`src/rtl/msrd_pkg.sv`:
```
package msrd_pkg;

	// register byte offsets and reset values
	localparam logic [7:0]  REV_DRIVE_OFS    = 8'h82;
	localparam logic [7:0]  STARTUP_A_OFS    = 8'h84;
	localparam logic [31:0] REV_DRIVE_RST    = 32'h0000_0000;
	localparam logic [31:0] STARTUP_A_RST    = 32'h0000_0000;

	// reverse drive register fields
	localparam int REV_A1_LSB    = 27;
	localparam int REV_A2_LSB    = 23;
	localparam int BRK_ILIM_LSB  = 20;
	localparam int BRK_KP_LSB    = 10;
	localparam int BRK_KI_LSB    = 0;

	// startup register fields
	localparam int METHOD_LSB    = 29;
	localparam int RAMP_LSB      = 25;
	localparam int ALIGN_T_LSB   = 21;
	localparam int ALIGN_I_LSB   = 17;
	localparam int PROBE_LSB     = 14;
	localparam int BRK_EN_BIT    = 1;
	localparam int REV_SEL_BIT   = 0;

	// binary point of the braking gains
	localparam int KP_FRAC_BITS  = 7;
	localparam int KI_FRAC_BITS  = 9;

	// special codes
	localparam logic [2:0] BRK_ILIM_RSVD  = 3'h7;
	localparam logic [3:0] ALIGN_I_RSVD   = 4'he;
	localparam logic [3:0] RAMP_UNLIMITED = 4'hf;

	// rates in 0.01 Hz/s (first order) or 0.01 Hz/s2 (second order)
	localparam logic [31:0] ACCEL_A1_TBL [16] = '{
		32'h1, 32'h5, 32'h64, 32'hfa, 32'h1f4, 32'h3e8, 32'h9c4, 32'h1388,
		32'h1d4c, 32'h2710, 32'h61a8, 32'hc350, 32'h124f8, 32'h186a0,
		32'h7a120, 32'hf4240};
	localparam logic [31:0] ACCEL_A2_TBL [16] = '{
		32'h0, 32'h5, 32'h64, 32'hfa, 32'h1f4, 32'h3e8, 32'h9c4, 32'h1388,
		32'h1d4c, 32'h2710, 32'h61a8, 32'hc350, 32'h124f8, 32'h186a0,
		32'h7a120, 32'hf4240};
	// currents in 1/256 A
	localparam logic [15:0] BRK_ILIM_TBL [8] = '{
		16'h50, 16'ha0, 16'h140, 16'h1e0, 16'h280, 16'h320, 16'h3c0, 16'h0};
	localparam logic [15:0] ALIGN_I_TBL [16] = '{
		16'h14, 16'h28, 16'h50, 16'ha0, 16'hf0, 16'h140, 16'h190, 16'h1e0,
		16'h230, 16'h280, 16'h2d0, 16'h320, 16'h370, 16'h3c0, 16'h0, 16'h0};
	// ramp in 0.1 A/s, top code unlimited
	localparam logic [15:0] RAMP_TBL [16] = '{
		16'h1, 16'ha, 16'h32, 16'h64, 16'h96, 16'hfa, 16'h1f4, 16'h3e8,
		16'h5dc, 16'h7d0, 16'h9c4, 16'h1388, 16'h2710, 16'h4e20,
		16'hc350, 16'hffff};
	// align time in ms
	localparam logic [15:0] ALIGN_T_TBL [16] = '{
		16'ha, 16'h32, 16'h64, 16'hc8, 16'h12c, 16'h190, 16'h1f4, 16'h2ee,
		16'h3e8, 16'h5dc, 16'h7d0, 16'hbb8, 16'hfa0, 16'h1388, 16'h1d4c,
		16'h2710};
	// probe pulse rate in Hz
	localparam logic [15:0] PROBE_TBL [8] = '{
		16'h32, 16'h64, 16'hfa, 16'h1f4, 16'h3e8, 16'h7d0, 16'h1388,
		16'h2710};

	typedef enum logic [3:0] {
		START_SINGLE_ALIGN = 4'b0001,
		START_DOUBLE_ALIGN = 4'b0010,
		START_ROTOR_PROBE  = 4'b0100,
		START_SLOW_CYCLE   = 4'b1000
	} msrd_method_e;

	typedef struct packed {
		logic [31:0] reverse_accel_first_order;
		logic [31:0] reverse_accel_second_order;
		logic [15:0] brake_bus_ilim;
		logic        brake_ilim_rsvd;
		logic [9:0]  regen_brake_prop_gain;
		logic [9:0]  regen_brake_integral_gain;
	} msrd_rev_s;

	typedef struct packed {
		msrd_method_e startup_method_select;
		logic [15:0]  ramp_rate;
		logic         ramp_unlimited;
		logic [15:0]  align_time_ms;
		logic [15:0]  alignment_current_cap;
		logic         align_ilim_rsvd;
		logic [15:0]  rotor_position_probe_rate;
		logic         regen_brake_en;
		logic         reverse_coeff_source_select;
	} msrd_start_s;

	typedef struct packed {
		logic [31:0] accel_first;
		logic [31:0] accel_second;
		logic [15:0] ol_current;
	} msrd_ol_s;

endpackage : msrd_pkg

```
`src/rtl/msrd_regs.sv`:
```
// How it works
// - first-order reverse acceleration code maps to sixteen rates via table
// - second-order reverse acceleration code maps to rates, zero meaning none
// - braking bus current limit from three-bit code, code seven reserved
// - braking proportional gain is raw ten bits with seven fraction bits
// - braking integral gain is raw ten bits with nine fraction bits
// - startup method decoded from two bits into one-hot method
// - one ramp rate for align, slow cycle, open loop; top unlimited
// - align duration decoded from four bits, ten ms to ten seconds
// - align or slow cycle current cap, codes fourteen, fifteen reserved
// - probe pulse rate decoded from three bits, fifty Hz to ten kHz
// - startup register sits at 0x84 and resets to zero
// - active braking enabled only while startup bit one is set
// - startup bit zero picks reverse or forward open-loop coefficients
// - reverse drive register sits at 0x82 and resets to zero
module msrd_regs
	import msrd_pkg::*;
(
	// clock and reset
	input  wire logic        CLK,
	input  wire logic        SRST,
	// register access
	input  wire logic [7:0]  REG_ADDR,
	input  wire logic        REG_WR,
	input  wire logic        REG_RD,
	input  wire logic [31:0] REG_WDATA,
	output logic      [31:0] REG_RDATA,
	output logic             REG_RVALID,
	output logic             REG_HIT,
	// forward and reverse open-loop values from elsewhere
	input  wire msrd_ol_s    FWD_OL,
	input  wire msrd_ol_s    REV_OL,
	// decoded settings
	output msrd_rev_s        REV_CFG,
	output msrd_start_s      START_CFG,
	output msrd_ol_s         OL_CFG
);

	logic [31:0] rev_r;
	logic [31:0] start_r;
	logic [31:0] rdata_r;
	logic        rvalid_r;
	logic        hit;
	msrd_rev_s   rev_cfg_r;
	msrd_start_s start_cfg_r;
	msrd_ol_s    ol_cfg_r;

	logic [3:0] a1_code;
	logic [3:0] a2_code;
	logic [2:0] bilim_code;
	logic [1:0] method_code;
	logic [3:0] ramp_code;
	logic [3:0] at_code;
	logic [3:0] ai_code;
	logic [2:0] probe_code;

	assign a1_code     = rev_r[REV_A1_LSB +: 4];
	assign a2_code     = rev_r[REV_A2_LSB +: 4];
	assign bilim_code  = rev_r[BRK_ILIM_LSB +: 3];
	assign method_code = start_r[METHOD_LSB +: 2];
	assign ramp_code   = start_r[RAMP_LSB +: 4];
	assign at_code     = start_r[ALIGN_T_LSB +: 4];
	assign ai_code     = start_r[ALIGN_I_LSB +: 4];
	assign probe_code  = start_r[PROBE_LSB +: 3];

	always_comb begin
		hit = 1'b0;
		if (REG_ADDR == REV_DRIVE_OFS) begin
			hit = 1'b1;
		end else if (REG_ADDR == STARTUP_A_OFS) begin
			hit = 1'b1;
		end
	end

	// reverse drive register storage
	always_ff @(posedge CLK) begin
		if (SRST) begin
			rev_r <= REV_DRIVE_RST;
		end else if (REG_WR && REG_ADDR == REV_DRIVE_OFS) begin
			rev_r <= REG_WDATA;
		end
	end

	// startup register storage
	always_ff @(posedge CLK) begin
		if (SRST) begin
			start_r <= STARTUP_A_RST;
		end else if (REG_WR && REG_ADDR == STARTUP_A_OFS) begin
			start_r <= REG_WDATA;
		end
	end

	// read port, one cycle latency, unmapped reads zero
	always_ff @(posedge CLK) begin
		if (SRST) begin
			rdata_r  <= 32'h0;
			rvalid_r <= 1'b0;
		end else begin
			rvalid_r <= REG_RD;
			if (!REG_RD) begin
				rdata_r <= 32'h0;
			end else if (REG_ADDR == REV_DRIVE_OFS) begin
				rdata_r <= rev_r;
			end else if (REG_ADDR == STARTUP_A_OFS) begin
				rdata_r <= start_r;
			end else begin
				rdata_r <= 32'h0;
			end
		end
	end

	// reverse drive decode
	always_ff @(posedge CLK) begin
		if (SRST) begin
			rev_cfg_r <= '0;
		end else begin
			rev_cfg_r.reverse_accel_first_order  <= ACCEL_A1_TBL[a1_code];
			rev_cfg_r.reverse_accel_second_order <= ACCEL_A2_TBL[a2_code];
			rev_cfg_r.brake_bus_ilim   <= BRK_ILIM_TBL[bilim_code];
			rev_cfg_r.brake_ilim_rsvd  <= (bilim_code == BRK_ILIM_RSVD);
			rev_cfg_r.regen_brake_prop_gain <= rev_r[BRK_KP_LSB +: 10];
			rev_cfg_r.regen_brake_integral_gain <=
				rev_r[BRK_KI_LSB +: 10];
		end
	end

	// startup decode
	always_ff @(posedge CLK) begin
		if (SRST) begin
			start_cfg_r <= '0;
			start_cfg_r.startup_method_select <= START_SINGLE_ALIGN;
		end else begin
			case (method_code)
				2'h0: start_cfg_r.startup_method_select <=
					START_SINGLE_ALIGN;
				2'h1: start_cfg_r.startup_method_select <=
					START_DOUBLE_ALIGN;
				2'h2: start_cfg_r.startup_method_select <=
					START_ROTOR_PROBE;
				default: start_cfg_r.startup_method_select <=
					START_SLOW_CYCLE;
			endcase
			start_cfg_r.ramp_rate      <= RAMP_TBL[ramp_code];
			start_cfg_r.ramp_unlimited <= (ramp_code == RAMP_UNLIMITED);
			start_cfg_r.align_time_ms  <= ALIGN_T_TBL[at_code];
			start_cfg_r.alignment_current_cap <= ALIGN_I_TBL[ai_code];
			start_cfg_r.align_ilim_rsvd <= (ai_code >= ALIGN_I_RSVD);
			start_cfg_r.rotor_position_probe_rate <=
				PROBE_TBL[probe_code];
			start_cfg_r.regen_brake_en <= start_r[BRK_EN_BIT];
			start_cfg_r.reverse_coeff_source_select <=
				start_r[REV_SEL_BIT];
		end
	end

	// open-loop coefficient source
	always_ff @(posedge CLK) begin
		if (SRST) begin
			ol_cfg_r <= '0;
		end else if (start_r[REV_SEL_BIT]) begin
			ol_cfg_r.accel_first  <= ACCEL_A1_TBL[a1_code];
			ol_cfg_r.accel_second <= ACCEL_A2_TBL[a2_code];
			ol_cfg_r.ol_current   <= REV_OL.ol_current;
		end else begin
			ol_cfg_r <= FWD_OL;
		end
	end

	assign REG_RDATA  = rdata_r;
	assign REG_RVALID = rvalid_r;
	assign REG_HIT    = hit;
	assign REV_CFG    = rev_cfg_r;
	assign START_CFG  = start_cfg_r;
	assign OL_CFG     = ol_cfg_r;

endmodule : msrd_regs

```
`config.mk`:
```
export PLATFORM = sky130hd
export DESIGN_NAME = msrd_regs
export DESIGN_NICKNAME = d
export VERILOG_FILES = /design/src/rtl/msrd_pkg.sv /design/src/rtl/msrd_regs.sv
export SDC_FILE = /design/constraint.sdc
export NUM_CORES = 1
export LEC_CHECK = 0
export BUFFER_PORTS_ARGS = -buffer_cell sky130_fd_sc_hd__buf_2
export CAP_MARGIN = 20
export CORE_AREA = 2 2 189 191
export CTS_BUF_LIST = sky130_fd_sc_hd__clkbuf_8
export DETAILED_ROUTE_END_ITERATION = 7
export DIE_AREA = 0 0 191 193
export PLACE_DENSITY = 0.59
export SYNTH_ARGS = -nofsm -noshare
export SYNTH_HDL_FRONTEND = slang
export SYNTH_SLANG_ARGS = --single-unit
```
`constraint.sdc`:
```
create_clock -name CLK -period 1.7 [get_ports CLK]
set_input_delay 0.085 -clock CLK [delete_from_list [all_inputs] [get_ports CLK]]
set_output_delay 0.085 -clock CLK [all_outputs]
set_load 0.005 [all_outputs]
```
=== Word level (Yosys, flattened, before mapping) ===
Memory sizes are Yosys's and may differ from the RTL's. A register that Yosys moved wholly into a read port is not among the register bits.
Index checks and enable logic that the tools add are counted.

* Flip-flop bits (word level): 270
* Bits in latches: 0
* Bits in writable memories: 0
* Memory bits (read-only): 2,048
* Bits of input ports: 204
* Output and inout bits: 287
* Memories: 7

{| class="wikitable"
|+ Memories
! memory !! depth !! bits a word !! read ports !! clocked after Yosys merged registers in !! wr ports !! RTL line !! source
|-
| (no name shown) || 16 || 32 || 1 || 0 || 0 || msrd_regs.sv:162 || <nowiki>ol_cfg_r.accel_second <= ACCEL_A2_TBL[a2_code];</nowiki>
|-
| (no name shown) || 16 || 32 || 1 || 0 || 0 || msrd_regs.sv:161 || <nowiki>ol_cfg_r.accel_first <= ACCEL_A1_TBL[a1_code];</nowiki>
|-
| (no name shown) || 16 || 16 || 1 || 1 || 0 || msrd_regs.sv:146 || <nowiki>start_cfg_r.alignment_current_cap <= ALIGN_I_TBL[ai_code];</nowiki>
|-
| (no name shown) || 16 || 16 || 1 || 1 || 0 || msrd_regs.sv:145 || <nowiki>start_cfg_r.align_time_ms <= ALIGN_T_TBL[at_code];</nowiki>
|-
| (no name shown) || 16 || 16 || 1 || 1 || 0 || msrd_regs.sv:143 || <nowiki>start_cfg_r.ramp_rate <= RAMP_TBL[ramp_code];</nowiki>
|-
| (no name shown) || 8 || 16 || 1 || 1 || 0 || msrd_regs.sv:149 || <nowiki>PROBE_TBL[probe_code];</nowiki>
|-
| +1 memories || -- || -- || -- || -- || -- || -- ||
|}

* $add $sub $neg: 0
* $mul: 0
* Div/mod/pow operators: 0
* Magnitude comparators: 3
* Eq/ne operators: 6
* Shift-type cells: 0
* Muxes and demuxes: 10
* Bitwise operators: 8
* Reduce and logical (&&, ||, !) cells: 4

{| class="wikitable"
|+ Operator list
! kind !! count
|-
| two-way mux 32 bit || 6
|-
| two-way mux 80 bit || 1
|-
| NOT 4 -> 5 bit || 5
|-
| == test 8 bit, second input constant || 2
|-
| one-hot mux 4 bit (3 select lines) || 1
|-
| greater-or-equal comparator 5 bit, second input constant || 2
|-
| NOT 3 -> 4 bit || 2
|-
| == test 4 bit, second input constant || 1
|-
| greater-or-equal comparator 4 bit, second input constant || 1
|-
| == test 3 bit, second input constant || 1
|-
| == test 2 x 1 -> 1 bit, second input constant || 1
|-
| == test 2 bit, second input constant || 1
|-
| logical AND 1 bit || 2
|-
| zero test 2 bit || 1
|-
| two-way mux 1 bit || 2
|-
| OR reduction 2 bit || 1
|-
| NOT 1 bit || 1
|}

=== Logic depth before layout (Yosys ltp) ===
Gate-level depths: netlist of the first run.

* Depth after elaboration: 5
* Depth in mapped cells: 6
* Depth with buffers taken out: 5

=== Least setup slack after synthesis of the first run ===
OpenSTA, ideal clock, no wires.

* Kind: reg2reg
* From: reg start_r[25]
* To: reg START_CFG[55] (netlist name)
* Data arrival time: 1.517 ns
* Slack: 0.055 ns
* Stages on the path, launching flop included: 6
* Clock period less this slack: 1.645 ns
* Cells stage by stage: dfxtp_1 -> inv_1 -> ha_1 -> inv_1 -> mux4_2 -> nor2b_1

* Longest elaborated chain between the ends: 1

{| class="wikitable"
|+ RTL lines
! item !! RTL line !! source
|-
| start, declared || msrd_regs.sv:40 || <nowiki>logic [31:0] start_r;</nowiki>
|-
| start signal, assigned || msrd_regs.sv:87 || <nowiki>start_r <= STARTUP_A_RST;</nowiki>
|-
| start signal, assigned || msrd_regs.sv:89 || <nowiki>start_r <= REG_WDATA;</nowiki>
|-
| NOT 4 -> 5 bit (implied by the code) || msrd_regs.sv:143 ||
|}

No other way between the ends.
A chain may end at the register's enable or synchronous reset.

=== Worst setup path after layout of the first run ===
* From: reg start_r[0]
* To: reg ol_cfg_r, in the netlist OL_CFG[1]

* Longest elaborated chain between the ends: 1

{| class="wikitable"
|+ RTL lines
! item !! RTL line !! source
|-
| two-way mux 80 bit || msrd_regs.sv:160 || <nowiki>end else if (start_r[REV_SEL_BIT]) begin</nowiki>
|-
| end, declared || msrd_regs.sv:46 || <nowiki>msrd_ol_s ol_cfg_r;</nowiki>
|}

No other way between the ends.

==> impl_metrics.json, run 1 <==
{
  "status": "complete, no violations",
  "synth_edf_count": 0,
  "min_period_ns": 1.63,
  "gr-total-overflow": 0,
  "min_path_type": "input pin to flop",
  "ys_top_cells_by_area": "dfxtp_1 52%, mux2i_1 7.8%, nand2b_1 7.2%, nor2_1 4.6%, ha_1 4.4%",
  "area_growth_pct": 42.2,
  "cts_buffers": 50,
  "drt_iter0_markers": 347,
  "num_rows": 69,
  "final_max_slew_viol_count": 0,
  "multi_input_area_mm2": 0.00480,
  "cp.arrival_ns": 2.08,
  "min_period_over_period_pct": 95.6,
  "synthCells": 1160,
  "path_clk_slew_ns": 0.06,
  "drt-met1-wl_um": 14500,
  "wl_per_cell_um": 15.9,
  "antenna_found_initial": 1,
  "place.gp.congestion": 0.819,
  "die-height_um": 193,
  "critical_path_class": "flop to flop",
  "core_mm2": 0.0350,
  "netlist.area_leader.share_pct": 52.1,
  "start_util_pct": 32.8,
  "final_common_cell": "buf_2",
  "rrSetupSlack_ns": 0.07,
  "wl_um": 35000,
  "routed_via_density": 4.43,
  "drive_gt1_share_pct": 30.6,
  "remaining_drc_errors": 0,
  "hold_viol": 0,
  "cp-start-kind": "flop",
  "vias": 9752,
  "clockRootBuffer": "clkbuf_8",
  "die_w_um": 191,
  "syn_avg_cell_area_um2": 9.90,
  "max_slew_margin_pct": 65.0,
  "postRouteAntennaNets": 0,
  "utilization_pct": 46.7,
  "async_flop_share_pct": 0,
  "vdd_drop_max_mv": 0.544,
  "ys_warn_count": 0,
  "synthFlopType": "dfxtp_1",
  "clock_sinks": 299,
  "synth_cell_type_count": 49,
  "grt_max_degree": 55,
  "cts_max_level": 2,
  "layout.area.seq_mm2": 0.00599,
  "total_power_mw": 14.3,
  "cts_max_path_buffers": 3,
  "routed-wl-met3_um": 2610,
  "top_layer": "met5",
  "skew_ns": 0.0280,
  "grt_pass1_vias": 9467,
  "cts_tree": "built",
  "grt_pass1_wl_um": 51100,
  "dp_slack_ns": 0.0950,
  "crit_required_ns": 2.15,
  "io_buffer_count": 377,
  "die_area_mm2": 0.0369,
  "worst_pin_slew_ns": 0.523,
  "hold_slack_ns": 0.114,
  "synth_top_area_cell": "dfxtp_1",
  "setup_ws_ns": 0.0740,
  "tns_ns": 0,
  "worstPathMaxFanout": 27,
  "netlist_area_mm2": 0.0115,
  "end_kind": "flop",
  "fillers": 3262,
  "rsz0062_at_grt": "yes",
  "final_cell_mix": "376 x buf_2, 297 x dfxtp_1, 140 x nor2_1",
  "p_leak_nw": 7.84,
  "finalNetCount": 1949,
  "clk_latency_ns": 0.59,
  "cts_setup_buffers": 0,
  "dr.pass1.iters": 5,
  "p_per_area_mw_per_mm2": 877,
  "wl_met2_um": 17100,
  "setup_viol": 0,
  "diodes": 0,
  "maxCapViolations": 0,
  "dp_hpwl_um": 24200,
  "ys_seq_area_share_pct": 52.1,
  "grtUsageTotal_pct": 17.6,
  "max_freq_mhz": 615,
  "synth_seq_cells": 299,
  "io_pins": 491
}
-- final timing paths --
path / startpoint / end / depth (start not counted)
worst max-delay path: start_r[0]$_SDFFE_PP0P_ / OL_CFG[1]$_SDFF_PP0_ / 4
worst min-delay path: REG_ADDR[1] / REG_RDATA[1]$_SDFF_PP0_ / 5
worst max register to register: start_r[0]$_SDFFE_PP0P_ / OL_CFG[1]$_SDFF_PP0_ / 4
worst min register to register: rev_r[0]$_SDFFE_PP0P_ / REV_CFG[0]$_SDFF_PP0_ / 2
-- report_power, final --
part	switching (mW)	internal, mW	total, mW
registers	0.0328	7.13	7.16
logic	0.397	0.527	0.924
clock network	2.89	3.34	6.23
-- cell families (layout without fill, tap and decap cells) --
| family | count (synthesis) | count (layout) | share of synthesized area [%] |
|---|---|---|---|
| adder cells (fa/ha/maj) | 40 | 40 | 4.36 |
| AND/OR/NAND/NOR | 401 | 401 | 18.5 |
| AO/OA/AOI/OAI | 144 | 144 | 8.35 |
| other | 1 | 49 | 0.0327 |
| flip-flops | 299 | 299 | 52.1 |
| XOR/XNOR | 2 | 2 | 0.153 |
| multiplexers | 98 | 98 | 8.83 |
| buffers and inverters | 175 | 709 | 7.62 |
-- synth_stat cells (all sizes together), types with 6 or more instances --
cell type  count
o211ai         8
inv           46
nor2b         17
nand2         23
mux2           6
nand3         13
clkbuf        57
ha            40
and2          29
nor2         140
a211oi        21
a21oi         46
buf           71
nand2b       132
nor3          17
nor3b          8
mux2i         90
a22oi         35
dfxtp        299
-- layout make-up --
type                    count  area share (%)
well taps                 461            3.53
inverters                  47            1.08
clock inverters            29           0.951
multi-input cells         734            29.4
repair buffers            573            23.3
clock buffers              60            5.06
flip-flops and latches    299            36.7
-- worst max-delay path: stages (launching register included) --
cell,delay (ns)
dfxtp_4,0.41
buf_16,0.21
mux2i_1,0.24
dlygate4sd3_1,0.60
nor2_1,0.04
-- sequential cells by signal, summed over array words and instances, names as in the netlist --
signal / cells
REV_CFG: 65
REG_RVALID: 1
rev_r: 32
START_CFG: 57
start_r: 32
OL_CFG: 80
REG_RDATA: 32
-- through the flow --
step	instances	cell area (um^2)
after floorplan	1208	11700
after global placement	1980	14000
after detailed placement	1980	14000
after CTS	2201	16300
after global routing	2203	16300
final	2203	16300
-- timing repair --
item	CTS	global route
setup endpoints to repair	0	3
hold buffers	132	0
endpoints found under the hold margin	157	0
resized for setup	0	2
-- metal layers --
layer / global-route usage (%) / vias up
met3: 4.74 / 54
met1: 20.7 / 4521
met5: 0 / -
met2: 31.3 / 345
met4: 5.72 / 2
li1: - / 4830
Note: power is estimated with default switching activity, not from simulation.
==> run 2: changes to the inputs <==
Settings changed: ABC_AREA set to 1, CORE_AREA 2 2 189 191 to 2 2 191 193, DIE_AREA 0 0 191 193 to 0 0 193 195.
==> run 2 against run 1 <==
Net effect: fmax rose by 4.4%; via count up 16%; worst hold slack worse by 0.060 ns; largest power group is now clock; flip-flop and latch count is the same; critical path depth is the same; global-route usage up 2.3 points; non-clock buffer count fell by 16; register-to-register slack gained 0.07 ns; highest routed layer unchanged.
==> impl_metrics.json, run 2 <==
{
  "ys_seq_area_share_pct": 50.8,
  "worstPathMaxFanout": 30,
  "synth_seq_cells": 299,
  "grt_max_degree": 60,
  "critPathLaunch": "start_r[0]$_SDFFE_PP0P_",
  "utilization_pct": 47.0,
  "io_pins": 491,
  "clk_latency_ns": 0.62,
  "cts_max_level": 2,
  "min_path_type": "input pin to flop",
  "synth_edf_count": 0,
  "clock_sinks": 299,
  "max_freq_mhz": 642,
  "p_leak_nw": 8.37,
  "syn_avg_cell_area_um2": 7.83,
  "netlist.area_leader.share_pct": 50.8,
  "final_common_cell": "buf_2",
  "remaining_drc_errors": 0,
  "cp.arrival_ns": 2.12,
  "cts_max_path_buffers": 3,
  "yosysMostFrequentCell": "dfxtp_1",
  "core_mm2": 0.0354,
  "min_period_ns": 1.56,
  "worst_pin_slew_ns": 0.541,
  "critical_path_class": "flop to flop",
  "vdd_drop_max_mv": 0.643,
  "die_area_mm2": 0.0376,
  "largest_reg_flops": 80,
  "synth_top_area_cell": "dfxtp_1",
  "cts_tree": "built",
  "dp_hpwl_um": 27400,
  "cp_slowest_cell": "dlygate4sd3_1",
  "area_growth_pct": 41.3,
  "cts_buffers": 50,
  "antenna_found_initial": 6,
  "synthFlopType": "dfxtp_1",
  "maxCapViolations": 0,
  "num_rows": 69,
  "grt_pass1_wl_um": 58500,
  "setup_viol": 0,
  "skew_ns": 0.0339,
  "start_util_pct": 33.3,
  "critical_path.max_stage_delay_ns": 0.54,
  "max_slew_margin_pct": 63.9,
  "synth_cell_type_count": 35,
  "path_cells": "nor2_4 > buf_6 > a22o_1 > dlygate4sd3_1",
  "netlist_area_mm2": 0.0118,
  "netlist_top_cells_count": "299 x dfxtp_1, 278 x nand2_1, 210 x inv_1",
  "async_flop_share_pct": 0,
  "routed_via_density": 4.46,
  "p_per_area_mw_per_mm2": 938,
  "clockRootBuffer": "clkbuf_8",
  "dr.pass1.iters": 5,
  "path_clk_slew_ns": 0.07,
  "die_w_um": 193,
  "grt_pass1_vias": 11227,
  "hold_viol": 0,
  "place.gp.congestion": 0.866,
  "crit_required_ns": 2.26,
  "status": "complete, no violations",
  "end_kind": "flop",
  "wl_per_cell_um": 15.2,
  "drt_iter0_markers": 431,
  "cts_setup_buffers": 0,
  "final_max_slew_viol_count": 0,
  "final_cell_mix": "376 x buf_2, 299 x dfxtp_1, 277 x nand2_1",
  "postRouteAntennaNets": 0,
  "synthCells": 1503,
  "drive_gt1_share_pct": 25.9,
  "critPathBufInv": 2,
  "die-height_um": 195,
  "critPathTopFamily": "buffers and inverters",
  "rrSetupSlack_ns": 0.14,
  "cp-start-kind": "flop",
  "tns_ns": 0,
  "io_buffer_count": 377,
  "gr-total-overflow": 0,
  "min-delay-start": "REG_ADDR[3]",
  "wl_um": 38600,
  "ys_warn_count": 0,
  "vias": 11309,
  "grtUsageTotal_pct": 19.9,
  "ys_top_cells_by_area": "dfxtp_1 51%, nand2_1 8.9%, inv_1 6.7%, nor2_1 6.7%, ha_1 4.3%",
  "rsz0062_at_grt": "no",
  "min_period_over_period_pct": 91.6,
  "finalNetCount": 2273,
  "regToRegStartpoint": "start_r[0]$_SDFFE_PP0P_"
}
==> run 2: path summary, 6_finish.rpt <==
check | to | cells after the start
max | OL_CFG[6]$_SDFF_PP0_ | 4
min reg2reg | REV_CFG[19]$_SDFF_PP0_ | 2
max reg2reg | OL_CFG[6]$_SDFF_PP0_ | 4
min | start_r[1]$_SDFFE_PP0P_ | 7
==> run 2: timing repair <==
action,in CTS,in global routing
resized for setup,0,1
hold endpoints to repair,177,0
endpoints found under the setup margin,0,1
hold buffers,135,0
==> run 2: where the power goes <==
part           internal, mW  leakage (nW)  total (mW)  switching (mW)
Combinational         0.527          5.31        1.06           0.535
Clock                  4.36         0.624        7.38            3.01
Sequential             7.14          2.43        7.17          0.0367
Total                  12.0          8.37        15.6            3.58
==> run 2: logic make-up (layout without fill, tap and decap cells) <==
kind of cell / after synthesis / in the layout / synth area share (%)
AOI/OAI and AO/OA: 170 / 170 / 8.25
adders and majority gates: 40 / 40 / 4.25
buffers and inverters: 360 / 876 / 13.9
DFF: 299 / 299 / 50.8
other: 1 / 54 / 0.0318
and+or+nand+nor: 633 / 633 / 22.8
==> run 2: cell type report <==
cell class	count	area (um^2)
timing repair buffer	557	3670
clock inverter	25	289
antenna	5	12.5
tap	461	577
inverter	229	860
sequential	299	5990
multi-input combinational	892	4350
clock buffer	65	895
fill	3418	18800
==> run 2: worst reg2reg max path: stages, from the launching register on <==
cell	delay, ns
dfxtp_1	0.34
nor2_4	0.19
buf_6	0.26
a22o_1	0.18
dlygate4sd3_1	0.54
==> run 2: per-layer routing <==
layer / part of all wire, % / vias to the layer above / wire length [um] / global-route usage, %
met5: 0.029 / - / 11 / 0
met4: 3.9 / 2 / 1510 / 9.79
met3: 7.3 / 95 / 2810 / 4.58
met2: 49 / 417 / 18900 / 36.1
met1: 40 / 5144 / 15300 / 21.5
li1: - / 5651 / - / -
==> run 2: stage by stage <==
step	hold WS (ns)	area, um^2	worst slack, ns	total power, mW	std cells
after CTS	0.00305	16600	0.0691	15.9	2528
after global routing	0.0546	16600	0.0336	16.3	2532
after detailed placement	0.289	14100	0.183	8.13	2303
after global placement	0.286	14100	0.196	8.13	2303
after floorplan	0.195	12000	0.259	7.78	1551
final	0.0539	16600	0.143	15.6	2533
==> run 3: changes to the inputs <==
==> constraint.sdc (replaced) <==
create_clock -name CLK -period 1.7 [get_ports CLK]
set_input_delay 0.255 -clock CLK [delete_from_list [all_inputs] [get_ports CLK]]
set_output_delay 0.255 -clock CLK [all_outputs]
set_load 0.005 [all_outputs]
==> run 3 against run 2 <==
Net effect: worst hold slack worse by 0.023 ns; register-to-register slack about the same; die area unchanged; sequential power about the same; first-iteration DRC count up 7.2%; clock power down 12%; via count down 1.4%; sequential share of layout area up 0.87 points; utilization down 1.1 points; design area down 2.3%; power down 5.7%; clock-buffer cell count down 5; largest cell class unchanged.
==> impl_metrics.json, run 3 (synthesized netlist as in run 2, its figures left out) <==
{
  "die_w_um": 193,
  "min_period_ns": 1.55,
  "critPathLaunch": "rev_r[24]$_SDFFE_PP0P_",
  "cts_buffers": 49,
  "critical_path_class": "flop to flop",
  "final_max_slew_viol_count": 0,
  "final_cell_mix": "376 x buf_2, 298 x dfxtp_1, 277 x nand2_1",
  "worst_pin_slew_ns": 0.846,
  "vias": 11155,
  "gr-total-overflow": 0,
  "cp-start-kind": "flop",
  "start_util_pct": 33.3,
  "hold_viol": 0,
  "final_cells": 2502,
  "max_slew_margin_pct": 43.5,
  "min-delay-start": "REG_WDATA[21]",
  "p_per_area_mw_per_mm2": 906,
  "die_area_mm2": 0.0376,
  "wl_per_cell_um": 15.5,
  "cts_tree": "built",
  "grt_max_degree": 55,
  "rrSetupSlack_ns": 0.15,
  "clockRootBuffer": "clkbuf_8",
  "rr_worst_depth": 6,
  "status": "complete, no violations",
  "crit_required_ns": 2.16,
  "min_period_over_period_pct": 91.1,
  "io_buffer_count": 377,
  "cts_setup_buffers": 0,
  "placed_cells": 2302,
  "grt_pass1_vias": 11151,
  "drive_gt1_share_pct": 25.7,
  "path_clk_slew_ns": 0.06,
  "antenna_found_initial": 8,
  "drt_iter0_markers": 462,
  "whs_path_depth": 5,
  "clock_sinks": 299,
  "routed_via_density": 4.46,
  "grt_pass1_wl_um": 59000,
  "holdPathEnd": "rev_r[21]$_SDFFE_PP0P_",
  "place.gp.congestion": 0.884,
  "regToRegStartpoint": "rev_r[24]$_SDFFE_PP0P_",
  "r2r_end": "OL_CFG[18]$_SDFF_PP0_",
  "postRouteAntennaNets": 0,
  "dp_hpwl_um": 27600,
  "wl_um": 38700,
  "max_freq_mhz": 646,
  "largest_reg_flops": 80,
  "finalNetCount": 2248,
  "cts_max_path_buffers": 3,
  "tns_ns": 0,
  "io_pins": 491,
  "dr.pass1.iters": 4,
  "maxCapViolations": 0,
  "p_leak_nw": 8.23,
  "area_growth_pct": 38.0,
  "cts_max_level": 2,
  "skew_ns": 0.0236,
  "core_mm2": 0.0354,
  "cp.arrival_ns": 2.00,
  "clk_latency_ns": 0.59,
  "rsz0062_at_grt": "no",
  "remaining_drc_errors": 0,
  "end_kind": "flop",
  "num_rows": 69,
  "final_common_cell": "buf_2",
  "vdd_drop_max_mv": 0.530,
  "worstPathMaxFanout": 7,
  "setup_viol": 0,
  "min_path_type": "input pin to flop",
  "fillers": 3505,
  "die-height_um": 195,
  "grtUsageTotal_pct": 20.0
}
run 3: cell count changes in the layout (fill, tap and decap cells not counted), sizes merged:
cell | before | now
dlygate4sd3 | 135 | 112
buf | 422 | 421
clkbuf | 65 | 60
bufinv | 6 | 3
clkinv | 14 | 13
inv | 231 | 237
diode | 5 | 4
clkinvlp | 3 | 0
run 3: final cells by class:
type,count,area [um^2],area share (%)
diodes,4,10.0,0.0616
clock buffers,60,826,5.08
clock inverters,24,188,1.16
inverters,229,860,5.29
multi-input cells,892,4350,26.8
flip-flops and latches,299,5990,36.9
well taps,461,577,3.55
repair buffers,533,3450,21.3
run 3: worst max-delay path by stage:
stage | to | slack [ns] | cells after the start
after floorplan | OL_CFG[18]$_SDFF_PP0_ | 0.26 | 6
after global placement | OL_CFG[18]$_SDFF_PP0_ | 0.19 | 6
after detailed placement | OL_CFG[18]$_SDFF_PP0_ | 0.15 | 6
after CTS | START_CFG[26]$_SDFF_PP0_ | 0.16 | 6
after global routing | OL_CFG[18]$_SDFF_PP0_ | 0.02 | 6
final | OL_CFG[18]$_SDFF_PP0_ | 0.15 | 6
run 3: what timing repair did:
| item | CTS | global route |
|---|---|---|
| setup endpoints to repair | 0 | 1 |
| hold buffers | 112 | 0 |
| endpoints found under the hold margin | 106 | 0 |
| gates resized for setup | 0 | 1 |
run 3: critical path, stage by stage, from the launching register on:
cell and delay (ns):
dfxtp_1 0.42, inv_1 0.18, ha_1 0.35, o21ai_0 0.26, o21bai_1 0.10, inv_1 0.08
o21ai_1 0.05
run 3: per-stage QoR:
| step | cell area, um^2 | utilization (%) | total power, mW | hold slack (ns) | worst slack [ns] |
|---|---|---|---|---|---|
| after global routing | 16200 | 45.9 | 15.4 | 0.0305 | 0.0204 |
| after floorplan | 12000 | - | 7.78 | 0.365 | 0.259 |
| after global placement | 14100 | 39.8 | 8.14 | 0.444 | 0.185 |
| final | 16200 | 45.9 | 14.7 | 0.0304 | 0.151 |
| after CTS | 16200 | 45.9 | 14.9 | 0.000309 | 0.156 |
| after detailed placement | 14100 | 39.8 | 8.14 | 0.439 | 0.149 |
run 3: where the power goes:
part           total (mW)  switching [mW]  internal, mW
combinational        1.03           0.533         0.501
clock                6.51            2.87          3.64
sequential           7.17          0.0373          7.14
run 3: routing by layer:
metal / share of wire (%) / global-route usage [%] / vias up
li1: - / - / 5589
met3: 7.8 / 5.01 / 86
met2: 48 / 35.9 / 413
met5: 0.15 / 0 / -
met4: 3.7 / 8.05 / 8
met1: 40 / 22.3 / 5059
